==> config.mk <==
export PLATFORM = sky130hd
export DESIGN_NAME = aqfi_top
export DESIGN_NICKNAME = d
export VERILOG_FILES = /design/src/verilog/aqfi_pkg.sv /design/src/verilog/aqfi_flag_cell.sv /design/src/verilog/aqfi_top.sv
export SDC_FILE = /design/constraint.sdc
export NUM_CORES = 1
export LEC_CHECK = 0
export ABC_AREA = 1
export ABC_CLOCK_PERIOD_IN_PS = 1100
export BUFFER_PORTS_ARGS = -buffer_cell sky130_fd_sc_hd__buf_2
export CAP_MARGIN = 20
export CORE_MARGIN = 5
export CORE_UTILIZATION = 39
export DETAILED_ROUTE_END_ITERATION = 7
export PLACE_DENSITY_LB_ADDON = 0.1
export SETUP_SLACK_MARGIN = 0.2
export SYNTH_ARGS = -nofsm -noshare
export SYNTH_HDL_FRONTEND = slang
export SYNTH_SLANG_ARGS = --single-unit
==> constraint.sdc <==
create_clock -name aclk -period 1.1 [get_ports aclk]
set_clock_uncertainty 0.15 [all_clocks]
set_input_delay 0.055 -clock aclk [delete_from_list [all_inputs] [get_ports aclk]]
set_output_delay 0.055 -clock aclk [all_outputs]
set_load 0.03 [all_outputs]
==> src/verilog/aqfi_pkg.sv <==
// Package of the queue flag and interrupt block: register map, field
// positions, reset values, bus response codes and the event carrier.
// Assumes a 32-bit AXI4-Lite register bus and one clock domain.
package aqfi_pkg;

  // ---------------------------------------------------------------------
  // Register map
  // ---------------------------------------------------------------------
  localparam logic [11:0] AQFI_OFS_STATUS = 12'h000;
  localparam logic [11:0] AQFI_OFS_ENABLE = 12'h004;
  localparam int          AQFI_ADDR_W     = 12;

  // ---------------------------------------------------------------------
  // Field positions, shared by status and enable registers
  // ---------------------------------------------------------------------
  localparam int AQFI_NUM_SRC     = 4;
  localparam int AQFI_BIT_Q1_CMPL = 0;
  localparam int AQFI_BIT_Q1_PAUS = 1;
  localparam int AQFI_BIT_Q2_CMPL = 2;
  localparam int AQFI_BIT_Q2_PAUS = 3;

  // ---------------------------------------------------------------------
  // Reset values
  // ---------------------------------------------------------------------
  localparam logic [3:0] AQFI_RST_STATUS = 4'h0;
  localparam logic [3:0] AQFI_RST_ENABLE = 4'h0;

  // ---------------------------------------------------------------------
  // Bus responses
  // ---------------------------------------------------------------------
  localparam logic [1:0] AQFI_RESP_OKAY   = 2'h0;
  localparam logic [1:0] AQFI_RESP_SLVERR = 2'h2;

  // Result-write events from the conversion engine, one-cycle pulses.
  typedef struct packed {
    logic q2_pause;
    logic q2_complete;
    logic q1_pause;
    logic q1_complete;
  } aqfi_events_t;

  // Four interrupt request lines toward the interrupt controller.
  typedef struct packed {
    logic q2_pause;
    logic q2_complete;
    logic q1_pause;
    logic q1_complete;
  } aqfi_irqs_t;

endpackage

==> src/verilog/aqfi_flag_cell.sv <==
// One sticky status flag with read-then-write-zero clearing.
// Assumes the read and write strobes are single-cycle pulses on aclk.
`timescale 1ns/1ns

module aqfi_flag_cell
  import aqfi_pkg::*;
(
  input  wire logic aclk,
  input  wire logic aresetn,
  input  wire logic set_evt,
  input  wire logic rd_stb,
  input  wire logic wr_stb,
  input  wire logic wr_val,
  output logic      flag
);

  logic flag_q;
  logic flag_d;
  logic armed_q;
  logic armed_d;

  // ---------------------------------------------------------------------
  // Next state
  // ---------------------------------------------------------------------
  // The arm bit records that software saw this flag set. A fresh event
  // disarms it, so a stale zero written afterwards cannot hide the event.
  always_comb begin
    flag_d  = flag_q;
    armed_d = armed_q;
    if (rd_stb) begin
      armed_d = flag_q;
    end
    if (wr_stb) begin
      if (!wr_val && armed_q) begin
        flag_d = 1'b0;
      end
      armed_d = 1'b0;
    end
    if (set_evt) begin
      flag_d  = 1'b1;
      armed_d = 1'b0;
    end
  end

  // ---------------------------------------------------------------------
  // Registers
  // ---------------------------------------------------------------------
  // Flags reset to clear and start disarmed.
  always_ff @(posedge aclk) begin
    if (!aresetn) begin
      flag_q  <= 1'b0;
      armed_q <= 1'b0;
    end else begin
      flag_q  <= flag_d;
      armed_q <= armed_d;
    end
  end

  assign flag = flag_q;

endmodule // aqfi_flag_cell

==> src/verilog/aqfi_top.sv <==
// Queue completion and pause flags with per-source interrupt requests,
// reached by software over an AXI4-Lite slave port.
// Assumes event pulses come from logic on aclk, so they are not
// resynchronised, and that the bus master keeps one write and one read
// outstanding at most.
`timescale 1ns/1ns

module aqfi_top
  import aqfi_pkg::*;
(
  input  wire logic                   aclk,
  input  wire logic                   aresetn,
  input  wire aqfi_events_t           events,
  input  wire logic [AQFI_ADDR_W-1:0] s_axi_awaddr,
  input  wire logic [2:0]             s_axi_awprot,
  input  wire logic                   s_axi_awvalid,
  output logic                        s_axi_awready,
  input  wire logic [31:0]            s_axi_wdata,
  input  wire logic [3:0]             s_axi_wstrb,
  input  wire logic                   s_axi_wvalid,
  output logic                        s_axi_wready,
  output logic [1:0]                  s_axi_bresp,
  output logic                        s_axi_bvalid,
  input  wire logic                   s_axi_bready,
  input  wire logic [AQFI_ADDR_W-1:0] s_axi_araddr,
  input  wire logic [2:0]             s_axi_arprot,
  input  wire logic                   s_axi_arvalid,
  output logic                        s_axi_arready,
  output logic [31:0]                 s_axi_rdata,
  output logic [1:0]                  s_axi_rresp,
  output logic                        s_axi_rvalid,
  input  wire logic                   s_axi_rready,
  output aqfi_irqs_t                  irq,
  output logic                        irq_any
);

  // ---------------------------------------------------------------------
  // Address decode
  // ---------------------------------------------------------------------
  // Used by both the read and the write path.
  function automatic logic [1:0] aqfi_decode(
    input logic [AQFI_ADDR_W-1:0] addr
  );
    logic [AQFI_ADDR_W-1:0] word;
    word = {addr[AQFI_ADDR_W-1:2], 2'b00};
    if (word == AQFI_OFS_STATUS) begin
      aqfi_decode = 2'b01;
    end else if (word == AQFI_OFS_ENABLE) begin
      aqfi_decode = 2'b10;
    end else begin
      aqfi_decode = 2'b00;
    end
  endfunction

  logic [AQFI_NUM_SRC-1:0] flags;
  logic [AQFI_NUM_SRC-1:0] set_vec;
  logic                    status_rd;
  logic                    status_wr;
  logic [AQFI_NUM_SRC-1:0] wr_bits;

  // ---------------------------------------------------------------------
  // Write channel state
  // ---------------------------------------------------------------------
  logic                   aw_held_q;
  logic                   aw_held_d;
  logic [AQFI_ADDR_W-1:0] aw_addr_q;
  logic [AQFI_ADDR_W-1:0] aw_addr_d;
  logic                   w_held_q;
  logic                   w_held_d;
  logic [31:0]            w_data_q;
  logic [31:0]            w_data_d;
  logic                   w_lane0_q;
  logic                   w_lane0_d;
  logic                   bvalid_q;
  logic                   bvalid_d;
  logic [1:0]             bresp_q;
  logic [1:0]             bresp_d;
  logic                   awready_q;
  logic                   awready_d;
  logic                   wready_q;
  logic                   wready_d;
  logic [3:0]             enable_q;
  logic [3:0]             enable_d;
  logic                   wr_fire;
  logic [1:0]             wr_sel;

  // Address and data are caught in either order. The write acts only
  // once both are held and no response is pending, so the response
  // always follows both.
  always_comb begin
    aw_held_d = aw_held_q;
    aw_addr_d = aw_addr_q;
    w_held_d  = w_held_q;
    w_data_d  = w_data_q;
    w_lane0_d = w_lane0_q;
    bvalid_d  = bvalid_q;
    bresp_d   = bresp_q;
    enable_d  = enable_q;
    status_wr = 1'b0;
    wr_bits   = w_data_q[AQFI_NUM_SRC-1:0];
    wr_sel    = aqfi_decode(aw_addr_q);
    wr_fire   = aw_held_q && w_held_q && !bvalid_q;
    if (s_axi_awvalid && awready_q) begin
      aw_held_d = 1'b1;
      aw_addr_d = s_axi_awaddr;
    end
    if (s_axi_wvalid && wready_q) begin
      w_held_d  = 1'b1;
      w_data_d  = s_axi_wdata;
      w_lane0_d = s_axi_wstrb[0];
    end
    if (wr_fire) begin
      aw_held_d = 1'b0;
      w_held_d  = 1'b0;
      bvalid_d  = 1'b1;
      bresp_d   = (wr_sel == 2'b00) ? AQFI_RESP_SLVERR : AQFI_RESP_OKAY;
      // A write without the low byte lane touches nothing.
      if (w_lane0_q && wr_sel == 2'b10) begin
        enable_d = wr_bits;
      end
      if (w_lane0_q && wr_sel == 2'b01) begin
        status_wr = 1'b1;
      end
    end
    if (bvalid_q && s_axi_bready) begin
      bvalid_d = 1'b0;
    end
    awready_d = !aw_held_d;
    wready_d  = !w_held_d;
  end

  // Write channel registers.
  always_ff @(posedge aclk) begin
    if (!aresetn) begin
      aw_held_q <= 1'b0;
      aw_addr_q <= '0;
      w_held_q  <= 1'b0;
      w_data_q  <= 32'h0000_0000;
      w_lane0_q <= 1'b0;
      bvalid_q  <= 1'b0;
      bresp_q   <= AQFI_RESP_OKAY;
      enable_q  <= AQFI_RST_ENABLE;
      awready_q <= 1'b0;
      wready_q  <= 1'b0;
    end else begin
      aw_held_q <= aw_held_d;
      aw_addr_q <= aw_addr_d;
      w_held_q  <= w_held_d;
      w_data_q  <= w_data_d;
      w_lane0_q <= w_lane0_d;
      bvalid_q  <= bvalid_d;
      bresp_q   <= bresp_d;
      enable_q  <= enable_d;
      awready_q <= awready_d;
      wready_q  <= wready_d;
    end
  end

  // ---------------------------------------------------------------------
  // Read channel state
  // ---------------------------------------------------------------------
  logic        arready_q;
  logic        arready_d;
  logic        rvalid_q;
  logic        rvalid_d;
  logic [31:0] rdata_q;
  logic [31:0] rdata_d;
  logic [1:0]  rresp_q;
  logic [1:0]  rresp_d;
  logic [1:0]  rd_sel;

  // The status value is captured at the same edge that arms the flags,
  // so the word software sees is what the arm bits remember, unless an event or a status write lands in that cycle.
  always_comb begin
    arready_d = arready_q;
    rvalid_d  = rvalid_q;
    rdata_d   = rdata_q;
    rresp_d   = rresp_q;
    status_rd = 1'b0;
    rd_sel    = aqfi_decode(s_axi_araddr);
    if (s_axi_arvalid && arready_q) begin
      arready_d = 1'b0;
      rvalid_d  = 1'b1;
      rresp_d   = AQFI_RESP_OKAY;
      rdata_d   = 32'h0000_0000;
      case (rd_sel)
        2'b01: begin
          rdata_d[AQFI_NUM_SRC-1:0] = flags;
          status_rd                 = 1'b1;
        end
        2'b10: begin
          rdata_d[AQFI_NUM_SRC-1:0] = enable_q;
        end
        default: begin
          rresp_d = AQFI_RESP_SLVERR;
        end
      endcase
    end
    if (rvalid_q && s_axi_rready) begin
      rvalid_d  = 1'b0;
      arready_d = 1'b1;
    end
  end

  // Read channel registers; arready rises one edge after reset release.
  always_ff @(posedge aclk) begin
    if (!aresetn) begin
      arready_q <= 1'b0;
      rvalid_q  <= 1'b0;
      rdata_q   <= 32'h0000_0000;
      rresp_q   <= AQFI_RESP_OKAY;
    end else begin
      arready_q <= arready_d | (!arready_q && !rvalid_q);
      rvalid_q  <= rvalid_d;
      rdata_q   <= rdata_d;
      rresp_q   <= rresp_d;
    end
  end

  // ---------------------------------------------------------------------
  // Flags
  // ---------------------------------------------------------------------
  assign set_vec[AQFI_BIT_Q1_CMPL] = events.q1_complete;
  assign set_vec[AQFI_BIT_Q1_PAUS] = events.q1_pause;
  assign set_vec[AQFI_BIT_Q2_CMPL] = events.q2_complete;
  assign set_vec[AQFI_BIT_Q2_PAUS] = events.q2_pause;

  // One cell per source; each clears only through its own bit.
  genvar gi;
  generate
    for (gi = 0; gi < AQFI_NUM_SRC; gi = gi + 1) begin : g_flag
      aqfi_flag_cell u_cell (
        .aclk    (aclk),
        .aresetn (aresetn),
        .set_evt (set_vec[gi]),
        .rd_stb  (status_rd),
        .wr_stb  (status_wr),
        .wr_val  (wr_bits[gi]),
        .flag    (flags[gi])
      );
    end
  endgenerate

  // ---------------------------------------------------------------------
  // Interrupt requests
  // ---------------------------------------------------------------------
  logic [AQFI_NUM_SRC-1:0] irq_q;
  logic [AQFI_NUM_SRC-1:0] irq_d;
  logic                    any_q;
  logic                    any_d;

  // Each line is a level that stays up while its flag and its enable bit stay set; the
  // controller outside does all prioritising between the lines.
  always_comb begin
    irq_d = flags & enable_q;
    any_d = |irq_d;
  end

  // Requests are registered so the outputs come from flip-flops; this
  // costs one cycle of latency after the flag sets.
  always_ff @(posedge aclk) begin
    if (!aresetn) begin
      irq_q <= AQFI_RST_STATUS;
      any_q <= 1'b0;
    end else begin
      irq_q <= irq_d;
      any_q <= any_d;
    end
  end

  assign irq.q1_complete = irq_q[AQFI_BIT_Q1_CMPL];
  assign irq.q1_pause    = irq_q[AQFI_BIT_Q1_PAUS];
  assign irq.q2_complete = irq_q[AQFI_BIT_Q2_CMPL];
  assign irq.q2_pause    = irq_q[AQFI_BIT_Q2_PAUS];
  assign irq_any         = any_q;

  // Bus outputs.
  assign s_axi_awready = awready_q;
  assign s_axi_wready  = wready_q;
  assign s_axi_bvalid  = bvalid_q;
  assign s_axi_bresp   = bresp_q;
  assign s_axi_arready = arready_q;
  assign s_axi_rvalid  = rvalid_q;
  assign s_axi_rdata   = rdata_q;
  assign s_axi_rresp   = rresp_q;

endmodule // aqfi_top

# ---- Word level (Yosys, flattened, before mapping)
# Index checks and enable logic that the tools add are counted.
dict set report totals {
  reg_bits 49
  output_inout_bits 46
  input_bits 77
  elab_cells 109
}
dict set report classes {
  bitwise_logic 3
  eq_ne 6
  reduce_logical 47
  n_mux 29
}
# op count
set op_table {}
lappend op_table {{1-bit 2-to-1 mux} 22}
lappend op_table {{10-bit by 1-bit == test with 1-bit output, second input constant} 2}
lappend op_table {{10-bit logical NOT} 2}
lappend op_table {{2-bit nonzero test} 8}
lappend op_table {{1-bit logical AND} 14}
lappend op_table {{2-bit 2-to-1 mux} 6}
lappend op_table {{3-bit OR reduction} 4}
lappend op_table {{2-bit AND reduction} 5}
lappend op_table {{1-bit logical NOT} 9}
lappend op_table {{4-bit case mux with 2 select lines} 1}
lappend op_table {{2-bit OR reduction} 3}
lappend op_table {{4-bit bitwise AND} 1}
lappend op_table {{2-bit by 1-bit == test with 1-bit output, second input constant} 2}
lappend op_table {{2-bit == test, second input constant} 2}
lappend op_table {{4-bit OR reduction} 1}
lappend op_table {{2-bit logical NOT} 1}
lappend op_table {{1-bit NOT} 1}
lappend op_table {{1-bit OR} 1}

# ---- Longest topological paths before layout
dict set report logic_depth {
  depth_word 9
  depth_mapped 7
  depth_no_buf 7
}

# ---- By module
# A second synthesis with hierarchy kept.
dict set report hier_totals {
  cells_unflattened 291
  hier_area_um2 2124.5
}
# mod area_each_um2 cells_each instances seq_area_each_um2
set modules_own_cells {}
lappend modules_own_cells {aqfi_top 1739.2 235 1 740.7}
lappend modules_own_cells {aqfi_flag_cell 96.3 14 4 40.0}

# ---- Worst setup path after synthesis
# No wires, ideal clock.
dict set report synth_timing {
  kind {reg2reg}
  startpoint {reg arready_q, in the netlist s_axi_arready}
  endpoint {reg g_flag[0].u_cell.armed_q}
  path_buffers 0
  setup_slack_ns -0.300
  t_arrival_ns 1.132
  setup_time_ns 0.118
  stages_incl_launch_ff 6
  period_less_slack_ns 1.400
  required_ns 0.832
  cell_sequence {dfxtp_1 > nand2_1 > inv_2 > nand3_1 > nand2_1 > a21oi_1}
}
dict set report synth_via {
  elab_chain_cells 2
}
# element line_no
set synth_rtl {}
lappend synth_rtl {{from (decl)} aqfi_top.sv:162} ;# logic arready_q;
lappend synth_rtl {{from (signal assigned)} aqfi_top.sv:213} ;# arready_q <= arready_d | (!arready_q && !rvalid_q);
lappend synth_rtl {{1-bit logical AND} aqfi_top.sv:181} ;# if (s_axi_arvalid && arready_q) begin
lappend synth_rtl {{1-bit 2-to-1 mux} aqfi_top.sv:181}
lappend synth_rtl {{to (signal assigned)} aqfi_flag_cell.sv:55} ;# armed_q <= armed_d;
lappend synth_rtl {{to (decl)} aqfi_flag_cell.sv:19} ;# logic armed_q;
# Every way passes these cells.
# A chain may end at the register's enable or synchronous reset.

# ---- Worst setup path after layout
dict set report layout_timing {
  startpoint {reg aw_addr_q[6]}
  endpoint {reg g_flag[1].u_cell.armed_q}
}
dict set report layout_via {
  elab_chain_cells 8
}
# element line_no
set layout_rtl {}
lappend layout_rtl {{from (decl)} aqfi_top.sv:66} ;# logic [AQFI_ADDR_W-1:0] aw_addr_q;
lappend layout_rtl {{from (signal assigned)} aqfi_top.sv:147} ;# aw_addr_q <= aw_addr_d;
lappend layout_rtl {{10-bit by 1-bit == test with 1-bit output} aqfi_top.sv:48} ;# end else if (word == AQFI_OFS_ENABLE) begin
lappend layout_rtl {{2-bit 2-to-1 mux} aqfi_top.sv:48}
lappend layout_rtl {{2-bit 2-to-1 mux (*)} aqfi_top.sv:46} ;# if (word == AQFI_OFS_STATUS) begin
lappend layout_rtl {{2-bit by 1-bit == test with 1-bit output (*)} aqfi_top.sv:121} ;# if (w_lane0_q && wr_sel == 2'b01) begin
lappend layout_rtl {{1-bit logical AND (*)} aqfi_top.sv:121}
lappend layout_rtl {{1-bit 2-to-1 mux (*)} aqfi_top.sv:121}
lappend layout_rtl {{1-bit 2-to-1 mux (*)} aqfi_top.sv:112} ;# if (wr_fire) begin
lappend layout_rtl {{3-bit OR reduction (no line) (*)} -}
lappend layout_rtl {{to (signal assigned)} aqfi_flag_cell.sv:55}
lappend layout_rtl {{to (decl)} aqfi_flag_cell.sv:19}
# Mark *: on every way between the ends. The rest lies on a longest branch, timed or not.

==> metrics.txt <==
number of enable-type register cells in the synthesized netlist 0; total routed wirelength about 4900 um; outcome finished with violations; final design area excluding fillers ~3100 um^2; CP cell instances nor2_1 -> nand2_1 -> nor2_2 -> buf_12 -> nand2_2 -> nand3_1 -> a21oi_1; number of detailed-route iterations in the first pass 4; Clock Path Buffers 2; I/O pin cnt 123; Layout Area Growth over Synthesis 54.6%; residual antenna-violating net count after detailed routing 0; leakage power figure 1.42 nW; worst setup path class reg -> reg; slowest cell delay on critical path around 0.34 ns; CTS sink count between 40 and 50; launching element type of the critical path flop; vias in the first global route between 1,500 and 2,000; Syn Inst Count 269; final-report setup violation count 16; power per unit of standard cell area 1150 nW/um^2; number of DRC violations after detailed routing 0; placed inst area 2410 um^2; Yosys reg bits 45; clock input transition at the sequential cells of the worst setup and hold paths about 0.08 ns; YS warnings 0; detailed-route via count about 1,900; element type at the critical path end flop; cell with the most instances after synthesis sky130_fd_sc_hd__dfxtp_1; Layout Nets 443; Post-Syn Area roughly 2000 um^2; ratio of cells with drive above 1 in the final layout between 40% and 50%; core area 5070 um^2; routed length per placed instance 11.2 um; global-route usage over all layers between 10% and 20%; class of the most critical hold timing path in -> reg; master of the slowest instance on the critical path sky130_fd_sc_hd__dfxtp_1; worst setup path start aw_addr_q[6]; most frequent cells after synthesis 45 x sky130_fd_sc_hd__dfxtp_1, 43 x sky130_fd_sc_hd__nor2_1, 35 x sky130_fd_sc_hd__nand2_1, 30 x sky130_fd_sc_hd__buf_4, 30 x sky130_fd_sc_hd__inv_1; fraction of the yosys area taken by sequential cells between 40 and 50%; critical path buffer and inverter count 1; final critical-path required period roughly 1.3 ns; final count of hold timing violations 5; RSZ-0062 raised after global routing true; Worst IR Drop VDD between 0.6 and 0.7 mV; library cell used as clock root buffer sky130_fd_sc_hd__clkbuf_8; average cell area after synthesis about 7.5 um^2; Antenna Diode Count 0; hold path startpoint aresetn; top cells by area in the synthesized netlist sky130_fd_sc_hd__dfxtp_1 45%, sky130_fd_sc_hd__buf_4 11%, sky130_fd_sc_hd__nor2_1 8.0%; clock tree from TritonCTS yes; minimum setup slack in the final design -0.154 ns; share of the clock period used by the worst path 114%; initial antenna violation count 0; chip width around 82 um; crit-path max FO 11; critical path data required time approximately 1.1 ns; # rows 26; cell taking the most area after synthesis sky130_fd_sc_hd__dfxtp_1; violated checks hold timing, setup timing; count of different cell masters after synthesis 21; initial core utilization 39.8%; cts hold-fix bufs 22; total clock buffers created by CTS 5; arrival time of data at the critical path endpoint about 1.3 ns; largest net degree at the start of global routing 16; fin. max-slew vios 0; level count of the clock H-tree 2; fraction of synthesis flops using an asynchronous set or reset pin 0%; via density per instance around 4.4; number of max-cap violations 0; clock latency at the later pin of the worst-skew pair between 0.2 and 0.3 ns; highest clock rate approximately 800 MHz; cell type group with the largest total delay on the critical path simple AND/OR/NAND/NOR gates; detailed placer's ending HPWL ~3500 um; DIE AREA 6720 um^2; DRC violation total after the first TritonRoute iteration 131; global-route wire length before repair slightly below 8000 um; Placed Cells incl. Taps just under 400; Hold Slack -0.0953 ns; final non-filler cell total 437; startpoint of the lowest-slack register-to-register path aw_addr_q[6]; global-route congestion overflow total 0; number of input and output port buffers inserted roughly 50; Synth Flop Type sky130_fd_sc_hd__dfxtp_1; area share of the largest cell type after synthesis 44.6%; chip height a little over 80 um; global placer's final weighted congestion between 0.7 and 0.8
==> worst reg2reg max path: cells and delay by family, from the launching register on <==
kind,cells,cell delay (ns)
compound gates,1,0.04
simple gates,5,0.48
buf+inv,1,0.15
flops,1,0.34
==> stage by stage <==
| step | setup slack (ns) | total power [mW] | utilization, % | hold WS (ns) | TNS, ns |
|---|---|---|---|---|---|
| 3_3_place_gp | -0.141 | 2.41 | 47.6 | 0.140 | -1.61 |
| 2_1_floorplan | -0.122 | 2.29 | - | 0.0509 | -1.20 |
| 4_1_cts | -0.150 | 3.54 | 58.0 | -0.119 | -1.64 |
| 5_1_grt | -0.268 | 3.78 | 61.5 | -0.0779 | -3.44 |
| 6_report | -0.154 | 3.59 | 61.5 | -0.0953 | -1.91 |
| 3_5_place_dp | -0.164 | 2.41 | 47.6 | 0.144 | -1.81 |
==> power breakdown <==
| part | leakage [nW] | switching (mW) | internal, mW |
|---|---|---|---|
| Sequential | 0.381 | 0.0643 | 1.71 |
| Combinational | 0.997 | 0.476 | 0.368 |
| Clock | 0.0395 | 0.518 | 0.452 |
| Total | 1.42 | 1.06 | 2.53 |
==> layout make-up <==
| class | count | area [um^2] |
|---|---|---|
| multi-input cells | 183 | 1030 |
| fillers | 480 | 1950 |
| flip-flops and latches | 45 | 951 |
| well taps | 70 | 87.6 |
| repair buffers | 98 | 840 |
| clock buffers | 8 | 80.1 |
| inverters | 33 | 134 |
==> sequential cells by signal, indices dropped and copies added, names as in the netlist, 4 cells and up <==
signal,count
enable_q,4
w_data_q,4
aw_addr_q,10
irq,4
s_axi_rdata,4
g_flag.u_cell.flag,4
g_flag.u_cell.armed_q,4
==> per-layer routing <==
layer | GRT usage (%) | routed length, um | up-vias | part of all wire, %
met4 | 4.49 | 50 | 0 | 1.0
met1 | 17.8 | 2080 | 878 | 43
met5 | 0 | 0 | - | 0
li1 | - | - | 992 | -
met3 | 4.28 | 315 | 4 | 6.4
met2 | 26.3 | 2450 | 50 | 50
==> worst paths after layout <==
| kind | to | slack [ns] | cells after the start |
|---|---|---|---|
| setup / recovery | g_flag[1].u_cell.armed_q | -0.15 | 7 |
| hold / removal | aw_addr_q[9] | -0.1 | 3 |
| setup reg to reg | g_flag[1].u_cell.armed_q | -0.15 | 7 |
| hold reg to reg | enable_q[2] | 0.30 | 2 |
==> repair_timing <==
action	4_1_cts	5_1_grt
buffers inserted	2	6
cloned	1	0
endpoints found under the setup margin	57	57
endpoints found under the hold margin	31	5
resized for setup	77	39
pin swaps	6	5
==> cell families after synthesis <==
family | count (synthesis) | synth area share, %
and+or+nand+nor | 109 | 25.0
AOI/OAI and AO/OA | 44 | 11.2
DFF | 45 | 44.6
buffers and inverters | 70 | 19.0
other | 1 | 0.186
==> layout by cell type (no fill, tap or decap), types with 2 or more instances in the layout <==
| cell type | count |
|---|---|
| sky130_fd_sc_hd__dfxtp_4 | 6 |
| sky130_fd_sc_hd__nor2_4 | 6 |
| sky130_fd_sc_hd__buf_2 | 36 |
| sky130_fd_sc_hd__buf_12 | 3 |
| sky130_fd_sc_hd__buf_6 | 25 |
| sky130_fd_sc_hd__dlygate4sd3_1 | 22 |
| sky130_fd_sc_hd__o21ai_2 | 13 |
| sky130_fd_sc_hd__clkbuf_1 | 3 |
| sky130_fd_sc_hd__inv_1 | 28 |
| sky130_fd_sc_hd__buf_4 | 11 |
| sky130_fd_sc_hd__nand4_1 | 12 |
| sky130_fd_sc_hd__a21oi_2 | 8 |
| sky130_fd_sc_hd__conb_1 | 30 |
| sky130_fd_sc_hd__nand2_4 | 3 |
| sky130_fd_sc_hd__nand3_1 | 13 |
| sky130_fd_sc_hd__nand2_2 | 2 |
| sky130_fd_sc_hd__inv_4 | 4 |
| sky130_fd_sc_hd__nor2_2 | 6 |
| sky130_fd_sc_hd__nor2_1 | 34 |
| sky130_fd_sc_hd__nand3_4 | 2 |
| sky130_fd_sc_hd__dfxtp_2 | 22 |
| sky130_fd_sc_hd__clkbuf_8 | 5 |
| sky130_fd_sc_hd__o21ai_4 | 2 |
| sky130_fd_sc_hd__nand2_1 | 30 |
| sky130_fd_sc_hd__o21ai_1 | 5 |
| sky130_fd_sc_hd__a21oi_1 | 14 |
| sky130_fd_sc_hd__dfxtp_1 | 17 |
(Power assumes the default switching activity.)
